## src/fsr_defines.svh

```systemverilog
/*
 * Constants for the flash suspend/resume controller: instruction codes, the layout
 * and values of the suspend parameter word, and the timing counts.
 * Assumes a 100 MHz system clock; included by bare name wherever a constant is used.
 */
`ifndef FSR_DEFINES_SVH
`define FSR_DEFINES_SVH

// instruction codes
`define FSR_CMD_ERS_SUSP 8'h75
`define FSR_CMD_ERS_RES 8'h7A
`define FSR_CMD_PRG_SUSP 8'h85
`define FSR_CMD_PRG_RES 8'h8A
`define FSR_CMD_ERASE 8'hD8
`define FSR_CMD_PROG 8'h02
`define FSR_CMD_READ 8'h03

// suspend parameter word fields, bit 31 down to bit 0
`define FSR_F_SUP 1'h0
`define FSR_F_ERS_LAT_UNIT 2'h2
`define FSR_F_ERS_LAT_CNT 5'h04
`define FSR_F_ERS_GAP_CNT 4'h1
`define FSR_F_PRG_LAT_UNIT 2'h2
`define FSR_F_PRG_LAT_CNT 5'h04
`define FSR_F_PRG_GAP_CNT 4'h1
`define FSR_F_RFU 1'h1
`define FSR_F_ERS_PROHIB 4'hE
`define FSR_F_PRG_PROHIB 4'hC

// where the word sits in the parameter space, and what the rest reads as
`define FSR_PRM_BASE 8'h2C
`define FSR_PRM_LAST 8'h2F
`define FSR_PRM_FILL 8'hFF
`define FSR_PRM_BYTE_W 8'h08

// address fields that bound the suspended sector and page
`define FSR_SECT_HI 23
`define FSR_SECT_LO 16
`define FSR_PAGE_HI 23
`define FSR_PAGE_LO 9

// timing
`define FSR_CLK_NS 10
`define FSR_SUSP_LAT_NS 40000
`define FSR_SUSP_LAT_CYC ((`FSR_SUSP_LAT_NS) / (`FSR_CLK_NS))
// last count before the forced stop: the counter starts one edge late and the
// state and status change one edge after the last count, so the status lands on the bound
`define FSR_SUSP_LAT_LAST ((`FSR_SUSP_LAT_CYC) - 2)
`define FSR_RES_GAP_NS 128000
`define FSR_RES_GAP_CYC (((`FSR_RES_GAP_NS) + (`FSR_CLK_NS) - 1) / (`FSR_CLK_NS))
`define FSR_LAT_W 12
`define FSR_GAP_W 14

`endif

```

## src/fsr_pkg.sv

```systemverilog
/*
 * Types for the flash suspend/resume controller: device states and the packed
 * state records of both ends. Constants live in fsr_defines.svh.
 */
`include "fsr_defines.svh"

package fsr_pkg;

    typedef enum logic [3:0] {
        FSR_IDLE = 4'h1,
        FSR_BUSY = 4'h2,
        FSR_SUSPENDING = 4'h4,
        FSR_SUSPENDED = 4'h8
    } fsr_state_t;

    typedef struct packed {
        fsr_state_t state;
        logic is_erase;
        logic [`FSR_LAT_W-1:0] lat_cnt;
        logic pause;
        logic late;
        logic fwd_valid;
        logic [7:0] fwd_code;
        logic [23:0] fwd_addr;
        logic prm_valid;
        logic [7:0] prm_data;
        logic busy;
        logic ers_susp;
        logic prg_susp;
    } fsr_dev_t;

    typedef struct packed {
        logic cmd_valid;
        logic [7:0] cmd_code;
        logic [23:0] cmd_addr;
        logic prm_req;
        logic [7:0] prm_addr;
        logic usr_prm_valid;
        logic [7:0] usr_prm_data;
        logic ready;
        logic refused;
        logic pend;
        logic [7:0] pend_code;
        logic [`FSR_GAP_W-1:0] gap_cnt;
        logic [23:0] op_addr;
    } fsr_host_t;

endpackage : fsr_pkg

```

## src/fsr_link_if.sv

```systemverilog
/*
 * Link between the host controller end and the flash end of the suspend/resume
 * controller. Both ends run on the same sys_clk_i; no crossing is needed.
 */
`timescale 1ns/1ps

interface fsr_link_if;
    logic cmd_valid;
    logic [7:0] cmd_code;
    logic [23:0] cmd_addr;
    logic prm_req;
    logic [7:0] prm_addr;
    logic prm_valid;
    logic [7:0] prm_data;
    logic busy;
    logic ers_susp;
    logic prg_susp;

    modport host (
        output cmd_valid, cmd_code, cmd_addr, prm_req, prm_addr,
        input prm_valid, prm_data, busy, ers_susp, prg_susp
    );

    modport dev (
        input cmd_valid, cmd_code, cmd_addr, prm_req, prm_addr,
        output prm_valid, prm_data, busy, ers_susp, prg_susp
    );
endinterface : fsr_link_if

```

## src/fsr_dev.sv

```systemverilog
/*
 * Flash end of the suspend/resume controller: decodes suspend and resume
 * instructions, pauses and resumes the array engine, reports status, and serves
 * the suspend parameter word from the discoverable parameter space.
 * Assumes an array engine on the user side that starts operations, reports
 * their end, and acknowledges a pause request; all on sys_clk_i.
 */
`timescale 1ns/1ps
`include "fsr_defines.svh"

// What this block and fsr_host do
// - suspend supported bit reads zero
// - latency units encoded as 8 us
// - erase suspended within 40 us
// - host waits 128 us resume to suspend
// - program suspended within 40 us
// - host waits 128 us program resume gap
// - no new erase while erase suspended
// - no read in suspended erase sector
// - no erase or program while program suspended
// - no read in suspended program page
// - parameter bytes EC 83 18 44 at 2Ch
// - erase suspend 75h, resume 7Ah
// - program suspend 85h, resume 8Ah
module fsr_dev (
    input wire logic sys_clk_i,
    input wire logic reset_n_i,
    fsr_link_if.dev link,
    input wire logic op_start_i,
    input wire logic op_is_erase_i,
    input wire logic op_done_i,
    input wire logic array_paused_i,
    output logic array_pause_o,
    output logic late_o,
    output logic fwd_valid_o,
    output logic [7:0] fwd_code_o,
    output logic [23:0] fwd_addr_o,
    output logic busy_o,
    output logic ers_susp_o,
    output logic prg_susp_o
);

    fsr_pkg::fsr_dev_t r_reg;
    fsr_pkg::fsr_dev_t r_next;

    // the whole suspend parameter word, built from its fields
    function automatic logic [31:0] fsr_prm_word();
        fsr_prm_word = {
            `FSR_F_SUP,
            `FSR_F_ERS_LAT_UNIT,
            `FSR_F_ERS_LAT_CNT,
            `FSR_F_ERS_GAP_CNT,
            `FSR_F_PRG_LAT_UNIT,
            `FSR_F_PRG_LAT_CNT,
            `FSR_F_PRG_GAP_CNT,
            `FSR_F_RFU,
            `FSR_F_ERS_PROHIB,
            `FSR_F_PRG_PROHIB
        };
    endfunction : fsr_prm_word

    // byte at one parameter offset, least significant byte at the lowest offset
    function automatic logic [7:0] fsr_prm_byte(input logic [7:0] addr);
        logic [7:0] idx;
        logic [31:0] word;
        idx = 8'(addr - `FSR_PRM_BASE);
        word = fsr_prm_word();
        if (addr >= `FSR_PRM_BASE && addr <= `FSR_PRM_LAST) begin
            fsr_prm_byte = 8'(word >> (idx * `FSR_PRM_BYTE_W));
        end else begin
            // other parameter words are outside this block
            fsr_prm_byte = `FSR_PRM_FILL;
        end
    endfunction : fsr_prm_byte

    // suspend and resume codes stay away from the engine even when ignored
    logic is_susp_cmd;
    logic is_res_cmd;

    always_comb begin
        is_susp_cmd = link.cmd_code == `FSR_CMD_ERS_SUSP || link.cmd_code == `FSR_CMD_PRG_SUSP;
        is_res_cmd = link.cmd_code == `FSR_CMD_ERS_RES || link.cmd_code == `FSR_CMD_PRG_RES;
    end

    always_comb begin
        r_next = r_reg;
        r_next.fwd_valid = 1'b0;
        r_next.prm_valid = 1'b0;

        // parameter reads answer one cycle after the request
        if (link.prm_req) begin
            r_next.prm_valid = 1'b1;
            r_next.prm_data = fsr_prm_byte(link.prm_addr);
        end

        // everything that is not a suspend or resume goes to the array engine
        if (link.cmd_valid && !is_susp_cmd && !is_res_cmd) begin
            r_next.fwd_valid = 1'b1;
            r_next.fwd_code = link.cmd_code;
            r_next.fwd_addr = link.cmd_addr;
        end

        case (r_reg.state)
            fsr_pkg::FSR_IDLE: begin
                // a start while busy or suspended is dropped: the engine cannot nest
                if (op_start_i) begin
                    r_next.state = fsr_pkg::FSR_BUSY;
                    r_next.is_erase = op_is_erase_i;
                end
            end
            fsr_pkg::FSR_BUSY: begin
                // a suspend of the other kind is ignored and the operation runs on
                if (op_done_i) begin
                    r_next.state = fsr_pkg::FSR_IDLE;
                end else if (link.cmd_valid && r_reg.is_erase
                        && link.cmd_code == `FSR_CMD_ERS_SUSP) begin
                    r_next.state = fsr_pkg::FSR_SUSPENDING;
                    r_next.pause = 1'b1;
                    r_next.lat_cnt = '0;
                end else if (link.cmd_valid && !r_reg.is_erase
                        && link.cmd_code == `FSR_CMD_PRG_SUSP) begin
                    r_next.state = fsr_pkg::FSR_SUSPENDING;
                    r_next.pause = 1'b1;
                    r_next.lat_cnt = '0;
                end
            end
            fsr_pkg::FSR_SUSPENDING: begin
                // a resume sent here is ignored; the host must see the suspended status
                r_next.lat_cnt = `FSR_LAT_W'(r_reg.lat_cnt + 1'b1);
                if (op_done_i) begin
                    // finished before it could stop: nothing is left to suspend
                    r_next.state = fsr_pkg::FSR_IDLE;
                    r_next.pause = 1'b0;
                end else if (array_paused_i) begin
                    r_next.state = fsr_pkg::FSR_SUSPENDED;
                end else if (r_reg.lat_cnt == `FSR_LAT_W'(`FSR_SUSP_LAT_LAST)) begin
                    // the reported bound is kept even when the engine is slow;
                    // late_o tells the engine side that it overran
                    r_next.state = fsr_pkg::FSR_SUSPENDED;
                    r_next.late = 1'b1;
                end
            end
            fsr_pkg::FSR_SUSPENDED: begin
                // the engine keeps its place while paused, so dropping the pause resumes it;
                // op_done_i cannot come while paused and is not watched here
                if (link.cmd_valid && r_reg.is_erase
                        && link.cmd_code == `FSR_CMD_ERS_RES) begin
                    r_next.state = fsr_pkg::FSR_BUSY;
                    r_next.pause = 1'b0;
                end else if (link.cmd_valid && !r_reg.is_erase
                        && link.cmd_code == `FSR_CMD_PRG_RES) begin
                    r_next.state = fsr_pkg::FSR_BUSY;
                    r_next.pause = 1'b0;
                end
            end
            default: begin
                r_next.state = fsr_pkg::FSR_IDLE;
                r_next.pause = 1'b0;
            end
        endcase

        // status follows the state it is entering, so it shows with the state
        r_next.busy = r_next.state == fsr_pkg::FSR_BUSY
            || r_next.state == fsr_pkg::FSR_SUSPENDING;
        r_next.ers_susp = r_next.state == fsr_pkg::FSR_SUSPENDED && r_next.is_erase;
        r_next.prg_susp = r_next.state == fsr_pkg::FSR_SUSPENDED && !r_next.is_erase;
    end

    // reset leaves the engine free to run: no pause is asked
    always_ff @(posedge sys_clk_i or negedge reset_n_i) begin
        if (!reset_n_i) begin
            r_reg.state <= fsr_pkg::FSR_IDLE;
            r_reg.is_erase <= 1'b0;
            r_reg.lat_cnt <= '0;
            r_reg.pause <= 1'b0;
            r_reg.late <= 1'b0;
            r_reg.fwd_valid <= 1'b0;
            r_reg.fwd_code <= 8'h00;
            r_reg.fwd_addr <= 24'h000000;
            r_reg.prm_valid <= 1'b0;
            r_reg.prm_data <= 8'h00;
            r_reg.busy <= 1'b0;
            r_reg.ers_susp <= 1'b0;
            r_reg.prg_susp <= 1'b0;
        end else begin
            r_reg <= r_next;
        end
    end

    assign link.prm_valid = r_reg.prm_valid;
    assign link.prm_data = r_reg.prm_data;
    assign link.busy = r_reg.busy;
    assign link.ers_susp = r_reg.ers_susp;
    assign link.prg_susp = r_reg.prg_susp;

    // the engine sees the pause one edge after the suspend is taken
    assign array_pause_o = r_reg.pause;
    assign late_o = r_reg.late;
    assign fwd_valid_o = r_reg.fwd_valid;
    assign fwd_code_o = r_reg.fwd_code;
    assign fwd_addr_o = r_reg.fwd_addr;
    assign busy_o = r_reg.busy;
    assign ers_susp_o = r_reg.ers_susp;
    assign prg_susp_o = r_reg.prg_susp;

endmodule : fsr_dev

```

## src/flat_wrapper.sv

```systemverilog
// flat-port wrapper written by rule: the top's interface ports become plain ports
module fsr_dev_flat 
  (sys_clk_i, reset_n_i, op_start_i, op_is_erase_i, op_done_i, array_paused_i, array_pause_o, late_o, fwd_valid_o, fwd_code_o, fwd_addr_o, busy_o, ers_susp_o, prg_susp_o, link_cmd_valid, link_cmd_code, link_cmd_addr, link_prm_req, link_prm_addr, link_prm_valid, link_prm_data, link_busy, link_ers_susp, link_prg_susp);
  fsr_link_if link_i ();
  input wire logic sys_clk_i;
  input wire logic reset_n_i;
  input wire logic op_start_i;
  input wire logic op_is_erase_i;
  input wire logic op_done_i;
  input wire logic array_paused_i;
  output logic array_pause_o;
  output logic late_o;
  output logic fwd_valid_o;
  output logic [7:0] fwd_code_o;
  output logic [23:0] fwd_addr_o;
  output logic busy_o;
  output logic ers_susp_o;
  output logic prg_susp_o;
  input wire logic [$bits(link_i.cmd_valid)-1:0] link_cmd_valid;
  input wire logic [$bits(link_i.cmd_code)-1:0] link_cmd_code;
  input wire logic [$bits(link_i.cmd_addr)-1:0] link_cmd_addr;
  input wire logic [$bits(link_i.prm_req)-1:0] link_prm_req;
  input wire logic [$bits(link_i.prm_addr)-1:0] link_prm_addr;
  output wire logic [$bits(link_i.prm_valid)-1:0] link_prm_valid;
  output wire logic [$bits(link_i.prm_data)-1:0] link_prm_data;
  output wire logic [$bits(link_i.busy)-1:0] link_busy;
  output wire logic [$bits(link_i.ers_susp)-1:0] link_ers_susp;
  output wire logic [$bits(link_i.prg_susp)-1:0] link_prg_susp;
  assign link_i.cmd_valid = link_cmd_valid;
  assign link_i.cmd_code = link_cmd_code;
  assign link_i.cmd_addr = link_cmd_addr;
  assign link_i.prm_req = link_prm_req;
  assign link_i.prm_addr = link_prm_addr;
  assign link_prm_valid = link_i.prm_valid;
  assign link_prm_data = link_i.prm_data;
  assign link_busy = link_i.busy;
  assign link_ers_susp = link_i.ers_susp;
  assign link_prg_susp = link_i.prg_susp;
  fsr_dev u_core (.sys_clk_i(sys_clk_i), .reset_n_i(reset_n_i), .link(link_i), .op_start_i(op_start_i), .op_is_erase_i(op_is_erase_i), .op_done_i(op_done_i), .array_paused_i(array_paused_i), .array_pause_o(array_pause_o), .late_o(late_o), .fwd_valid_o(fwd_valid_o), .fwd_code_o(fwd_code_o), .fwd_addr_o(fwd_addr_o), .busy_o(busy_o), .ers_susp_o(ers_susp_o), .prg_susp_o(prg_susp_o));
endmodule
```

## config.mk

```make
export PLATFORM = sky130hd
export DESIGN_NAME = fsr_dev_flat
export DESIGN_NICKNAME = d
export VERILOG_FILES = /design/src/fsr_pkg.sv /design/src/fsr_link_if.sv /design/src/fsr_dev.sv /design/src/flat_wrapper.sv
export VERILOG_INCLUDE_DIRS = /design/src
export SDC_FILE = /design/constraint.sdc
export NUM_CORES = 1
export LEC_CHECK = 0
export ABC_AREA = 0
export CORE_MARGIN = 5
export CORE_UTILIZATION = 38
export DETAILED_ROUTE_END_ITERATION = 16
export DONT_BUFFER_PORTS = 1
export PLACE_DENSITY_LB_ADDON = 0.15
export SYNTH_ARGS = -nofsm -noshare
export SYNTH_HDL_FRONTEND = slang
export SYNTH_SLANG_ARGS = --single-unit
```

## constraint.sdc

```tcl
create_clock -name sys_clk_i -period 1.9 [get_ports sys_clk_i]
set_input_delay 0.095 -clock sys_clk_i [delete_from_list [all_inputs] [get_ports sys_clk_i]]
set_output_delay 0.095 -clock sys_clk_i [all_outputs]
set_load 0.02 [all_outputs]
```

After elaboration in Yosys (flattened, before gate mapping)
Cells that the tools add are included.
{ "totals": {"ff_bits": 64, "inputBits": 48, "output_inout_bits": 50, "elab_cells": 81} }
{ "op_classes": {"n_addsub": 2, "order_cmp": 2, "eq_ne": 16, "shift": 1, "mux": 22, "bitwise_logic": 3, "n_reduce_logical": 22} }
{ "ops": {"columns": ["op", "count"], "rows": [
  ["13-bit two-way mux", 3],
  ["33-bit two-way mux", 1],
  ["4-bit two-way mux", 8],
  ["31-bit by 8-bit >> shifter with 8-bit output, first input constant", 1],
  ["12-bit case mux with 2 select lines", 1],
  ["8-bit by 7-bit equality test with 1-bit output, second input constant", 2],
  ["8-bit equality test, second input constant", 2],
  ["4-bit case mux with 4 select lines", 1],
  ["12-bit by 1-bit adder with 12-bit output, second input constant", 1],
  ["12-bit equality test, second input constant", 1],
  ["1-bit logical AND", 11],
  ["9-bit two-way mux", 1],
  ["4-bit by 2-bit equality test with 1-bit output, second input constant", 2],
  ["4-bit by 3-bit equality test with 1-bit output, second input constant", 2],
  ["4-bit equality test, second input constant", 2],
  ["8-bit by 6-bit >= comparator with 1-bit output, second input constant", 1],
  ["8-bit by 6-bit less-or-equal comparator with 1-bit output, second input constant", 1],
  ["8-bit two-way mux", 1],
  ["3-bit by 1-bit != test with 1-bit output, second input constant", 2],
  ["5-bit two-way mux", 1],
  ["5-bit AND reduction", 1],
  ["5-bit by 4-bit subtractor with 5-bit output, second input constant", 1],
  ["4-bit by 1-bit equality test with 1-bit output, second input constant", 1],
  ["1-bit zero test", 4],
  ["other kinds (8)", 16]
]} }

Longest topological paths before layout
{ "logic_depth": {"depth_word": 9, "mapped_depth": 7, "mapped_depth_nobuf": 7} }

Worst setup path before layout
Ideal clock, no wire load.
{ "synth_timing": {"kind": "register -> register", "startpoint": "register u_core.r_reg[60] in the netlist's numbering", "endpoint": "register u_core.r_reg[57] in the netlist's numbering", "t_arrival_ps": 1665, "setup_slack_ps": 106, "path_stages_with_launch": 8, "path_buffers": 2, "period_less_slack_ps": 1794, "path_cell_list": "dfstp_2 buf_6 or4b_4 buf_6 nor3_4 and4_1 xnor2_1 nor2_2"} }
{ "synth_between": {"elab_chain_len": 3} }
{ "synth_lines": {"columns": ["item", "line_no", "rtl"], "rows": [
  ["from (decl)", "fsr_dev.sv:43", "fsr_pkg::fsr_dev_t r_reg;"],
  ["from (signal assigned)", "fsr_dev.sv:186", "r_reg <= r_next;"],
  ["4-bit by 2-bit equality test with 1-bit output / 4-bit by 3-bit equality test with 1-bit output (equally long branches)", "fsr_dev.sv:103", "case (r_reg.state)"],
  ["3-bit by 1-bit != test with 1-bit output (no source line), or another cell as far along", null, null],
  ["3-bit AND reduction (no source line)", null, null]
]} }
Several ways; a longest one is shown, not always the timed one.
A chain may end at the register's enable or synchronous reset.

Final worst setup path
{ "layout_timing": {"startpoint": "register u_core.r_reg[63] in the netlist's numbering", "endpoint": "register u_core.r_reg[57] in the netlist's numbering"} }
Same word-level chain as after synthesis.

==> results.py <==
metrics = {
    "yosys": {
        "synth_nets": 343,
        "synth.distinct_cells": 49,
        "yosys_warnings": 0,
        "synth.area.top_cells": "dfrtp_1, mux2_2, buf_4",
        "syn_area_um2": 3190,
        "ys_seq_elements": 62,
        "synth_commonest_cells": "dfrtp_1, buf_4, mux2_2, nor2_1, nand2_1",
        "yosys.area.top_type": "dfrtp_1",
        "synth.avg_cell_area_um2": 10.9,
        "syn-instance-count": 292,
        "synth_edf_count": 0,
        "yosysTopAreaCellShare_pct": 47.9,
        "yosysSeqAreaShare_pct": 48.7,
        "ys.flop_type": "dfrtp_1",
        "async_reset_ff_share_pct": 100,
        "yosysMostFrequentCell": "dfrtp_1",
    },
    "floorplan": {
        "dieHeight_um": 102,
        "dieArea_um2": 10300,
        "core_um2": 8220,
        "chipWidth_um": 102,
        "initial_core_util_pct": 38.8,
        "pin_count": 98,
        "rows": 33,
    },
    "power_and_ir_drop": {
        "p_sw_uw": 833,
        "power.share.clock_pct": 45.1,
        "p_comb_share_pct": 9.3,
        "pwr-share-seq_pct": 45.5,
        "p_per_area_nw_per_um2": 915,
        "irDropWorstVdd_v": 0.000398,
        "intPower_uw": 2650,
        "p_sw_share_pct": 23.9,
        "p_leak_uw": 0.00159,
    },
    "sta": {
        "tightest_slew_ns": 0.420,
        "fin_skew_ns": 0.00811,
        "slew_headroom_pct": 71.9,
        "period_share_pct": 94.1,
        "tns_ns": 0,
        "report.final.slew_viol_count": 0,
        "min_period_ns": 1.79,
        "hold-worst-slack_ns": 0.0518,
        "fmax_ghz": 0.559,
        "hold_viol": 0,
        "finalSetupViolCount": 0,
        "rsz0062_at_grt": "no",
    },
    "detailed_routing": {
        "routed-via-count": 2064,
        "drt_wl_total_um": 6730,
        "wire_per_inst_um": 16.1,
        "viasPerCell": 4.94,
        "drc": 0,
        "drtPass1Iterations": 4,
        "postRouteAntennaNets": 0,
        "drt_iter0_drc": 45,
    },
    "critical_path": {
        "start_kind": "flip-flop",
        "cp_max_fo": 8,
        "end_kind": "flip-flop",
        "rrSetupSlack_ns": 0.11,
        "path_class": "reg2reg",
        "cp.arrival_ns": 2.02,
        "worstPathRequired_ns": 2.14,
    },
    "global_routing": {
        "grt_pass1_vias": 2168,
        "grt_pass1_wl_um": 10800,
        "gr-total-overflow": 0,
        "grt_use_total_pct": 13.9,
        "grt_max_degree": 63,
        "antenna_found_initial": 0,
    },
    "outcome": {
        "status": "complete, no violations",
    },
    "layout": {
        "largest_register_ffs": 24,
        "fin_util_pct": 46.3,
        "syn_to_final_growth_pct": 19.2,
        "drive_gt1_share_pct": 25.9,
        "antenna_cells": 0,
        "fin_nets": 359,
        "fillCellCount": 761,
    },
    "run": {
        "max_cap_violations": 0,
    },
    "place": {
        "port_buffers": 0,
        "gp_congestion": 0.843,
        "dp_hpwl_um": 4530,
    },
    "clock_network": {
        "numCtsBuffers": 9,
        "clock_sinks": 62,
        "cts_tree": "built",
        "clock_latency_ns": 0.34,
        "cts.clk_slew.worst_paths_ns": 0.07,
        "cts_htree_levels": 3,
        "clockBufferDepth": 2,
        "cts_root_buf": "clkbuf_8",
    },
    "worst_hold_path": {
        "min_path_type": "in2reg",
    },
}
## cell type report
class	instances	area (µm²)	share of cell area, %
multi-input cells	172	1260	33.1
repair buffers	59	573	15.1
clock buffers	11	141	3.72
well taps	105	131	3.46
clock inverters	5	129	3.39
flip-flops and latches	62	1550	40.9
inverters	4	15.0	0.395
## metrics by stage
stage / instances / area, µm² / total power [µW] / worst slack, ns
finish: 418 / 3800 / 3480 / 0.111
global route: 418 / 3800 / 3650 / 0.0155
CTS: 415 / 3760 / 3540 / 0.0143
detailed placement: 359 / 3070 / 1840 / 0.0189
global placement: 359 / 3070 / 1830 / 0.0896
floorplan: 292 / 3190 / 1890 / 0.106
## final timing paths
check | startpoint | end | cells past startpoint
setup / recovery | u_core.r_reg[63] | u_core.r_reg[57] | 5
hold / removal | array_paused_i | u_core.r_reg[63] | 2
setup reg to reg | u_core.r_reg[63] | u_core.r_reg[57] | 5
hold reg to reg | u_core.r_reg[47] | u_core.r_reg[47] | 1
max in group asynchronous | reset_n_i | u_core.r_reg[60] | 2
min in group asynchronous | reset_n_i | u_core.link.prm_data[6] | 2
## logic make-up after synthesis
group,synth area share (%)
XOR/XNOR,3.30
AO/OA/AOI/OAI,7.14
multiplexers,12.6
buffers and inverters,12.5
flip-flops,48.7
AND/OR/NAND/NOR,14.6
adder cells (fa/ha/maj),1.18
## power groups by stage
| stage | Clock (µW) | Combinational [µW] | Sequential, µW |
|---|---|---|---|
| floorplan | 0 | 413 | 1480 |
| global placement | 0 | 221 | 1610 |
| detailed placement | 0 | 223 | 1610 |
| CTS | 1630 | 328 | 1590 |
| global route | 1690 | 364 | 1600 |
| finish | 1570 | 325 | 1590 |
## metal layers
layer / GRT usage, % / up-vias / wire length [µm]
li1: - / 996 / -
met1: 16.7 / 993 / 2830
met2: 22.1 / 66 / 3250
met3: 4.27 / 9 / 502
met4: 7.67 / 0 / 148
met5: 0 / - / 0
## cell usage in the layout (no fill, tap or decap), types with 2 or more instances in the layout
cell / instances
a211oi_1: 2
a211oi_2: 2
a21oi_1: 11
and2_1: 3
and2b_1: 2
buf_4: 18
bufinv_16: 4
clkbuf_8: 10
dfrtp_1: 60
dlygate4sd3_1: 39
ha_1: 3
inv_1: 4
mux2_2: 33
mux2i_1: 3
nand2_1: 13
nand3_1: 3
nand4_1: 3
nand4bb_1: 2
nor2_1: 32
nor2_2: 2
nor2b_1: 3
nor3_1: 9
o21a_1: 4
o21ai_0: 2
o21ai_1: 2
o22ai_1: 4
or3b_2: 2
xnor2_1: 7
xor2_1: 5
## worst max-delay path, cell delays in order (launching register included)
cell and delay, ns:
dfrtp_2 0.46, or4b_4 0.63, nor3_4 0.21, and4_1 0.22
xnor2_1 0.13, nor2_2 0.04
## repair_timing
item                                    CTS  global route
endpoints found under the hold margin   106             0
buffers inserted                          0             3
gates resized for setup                   0             4
endpoints found under the setup margin    0             6
hold buffers                             40             0
Power figures use the tool's default switching activity.
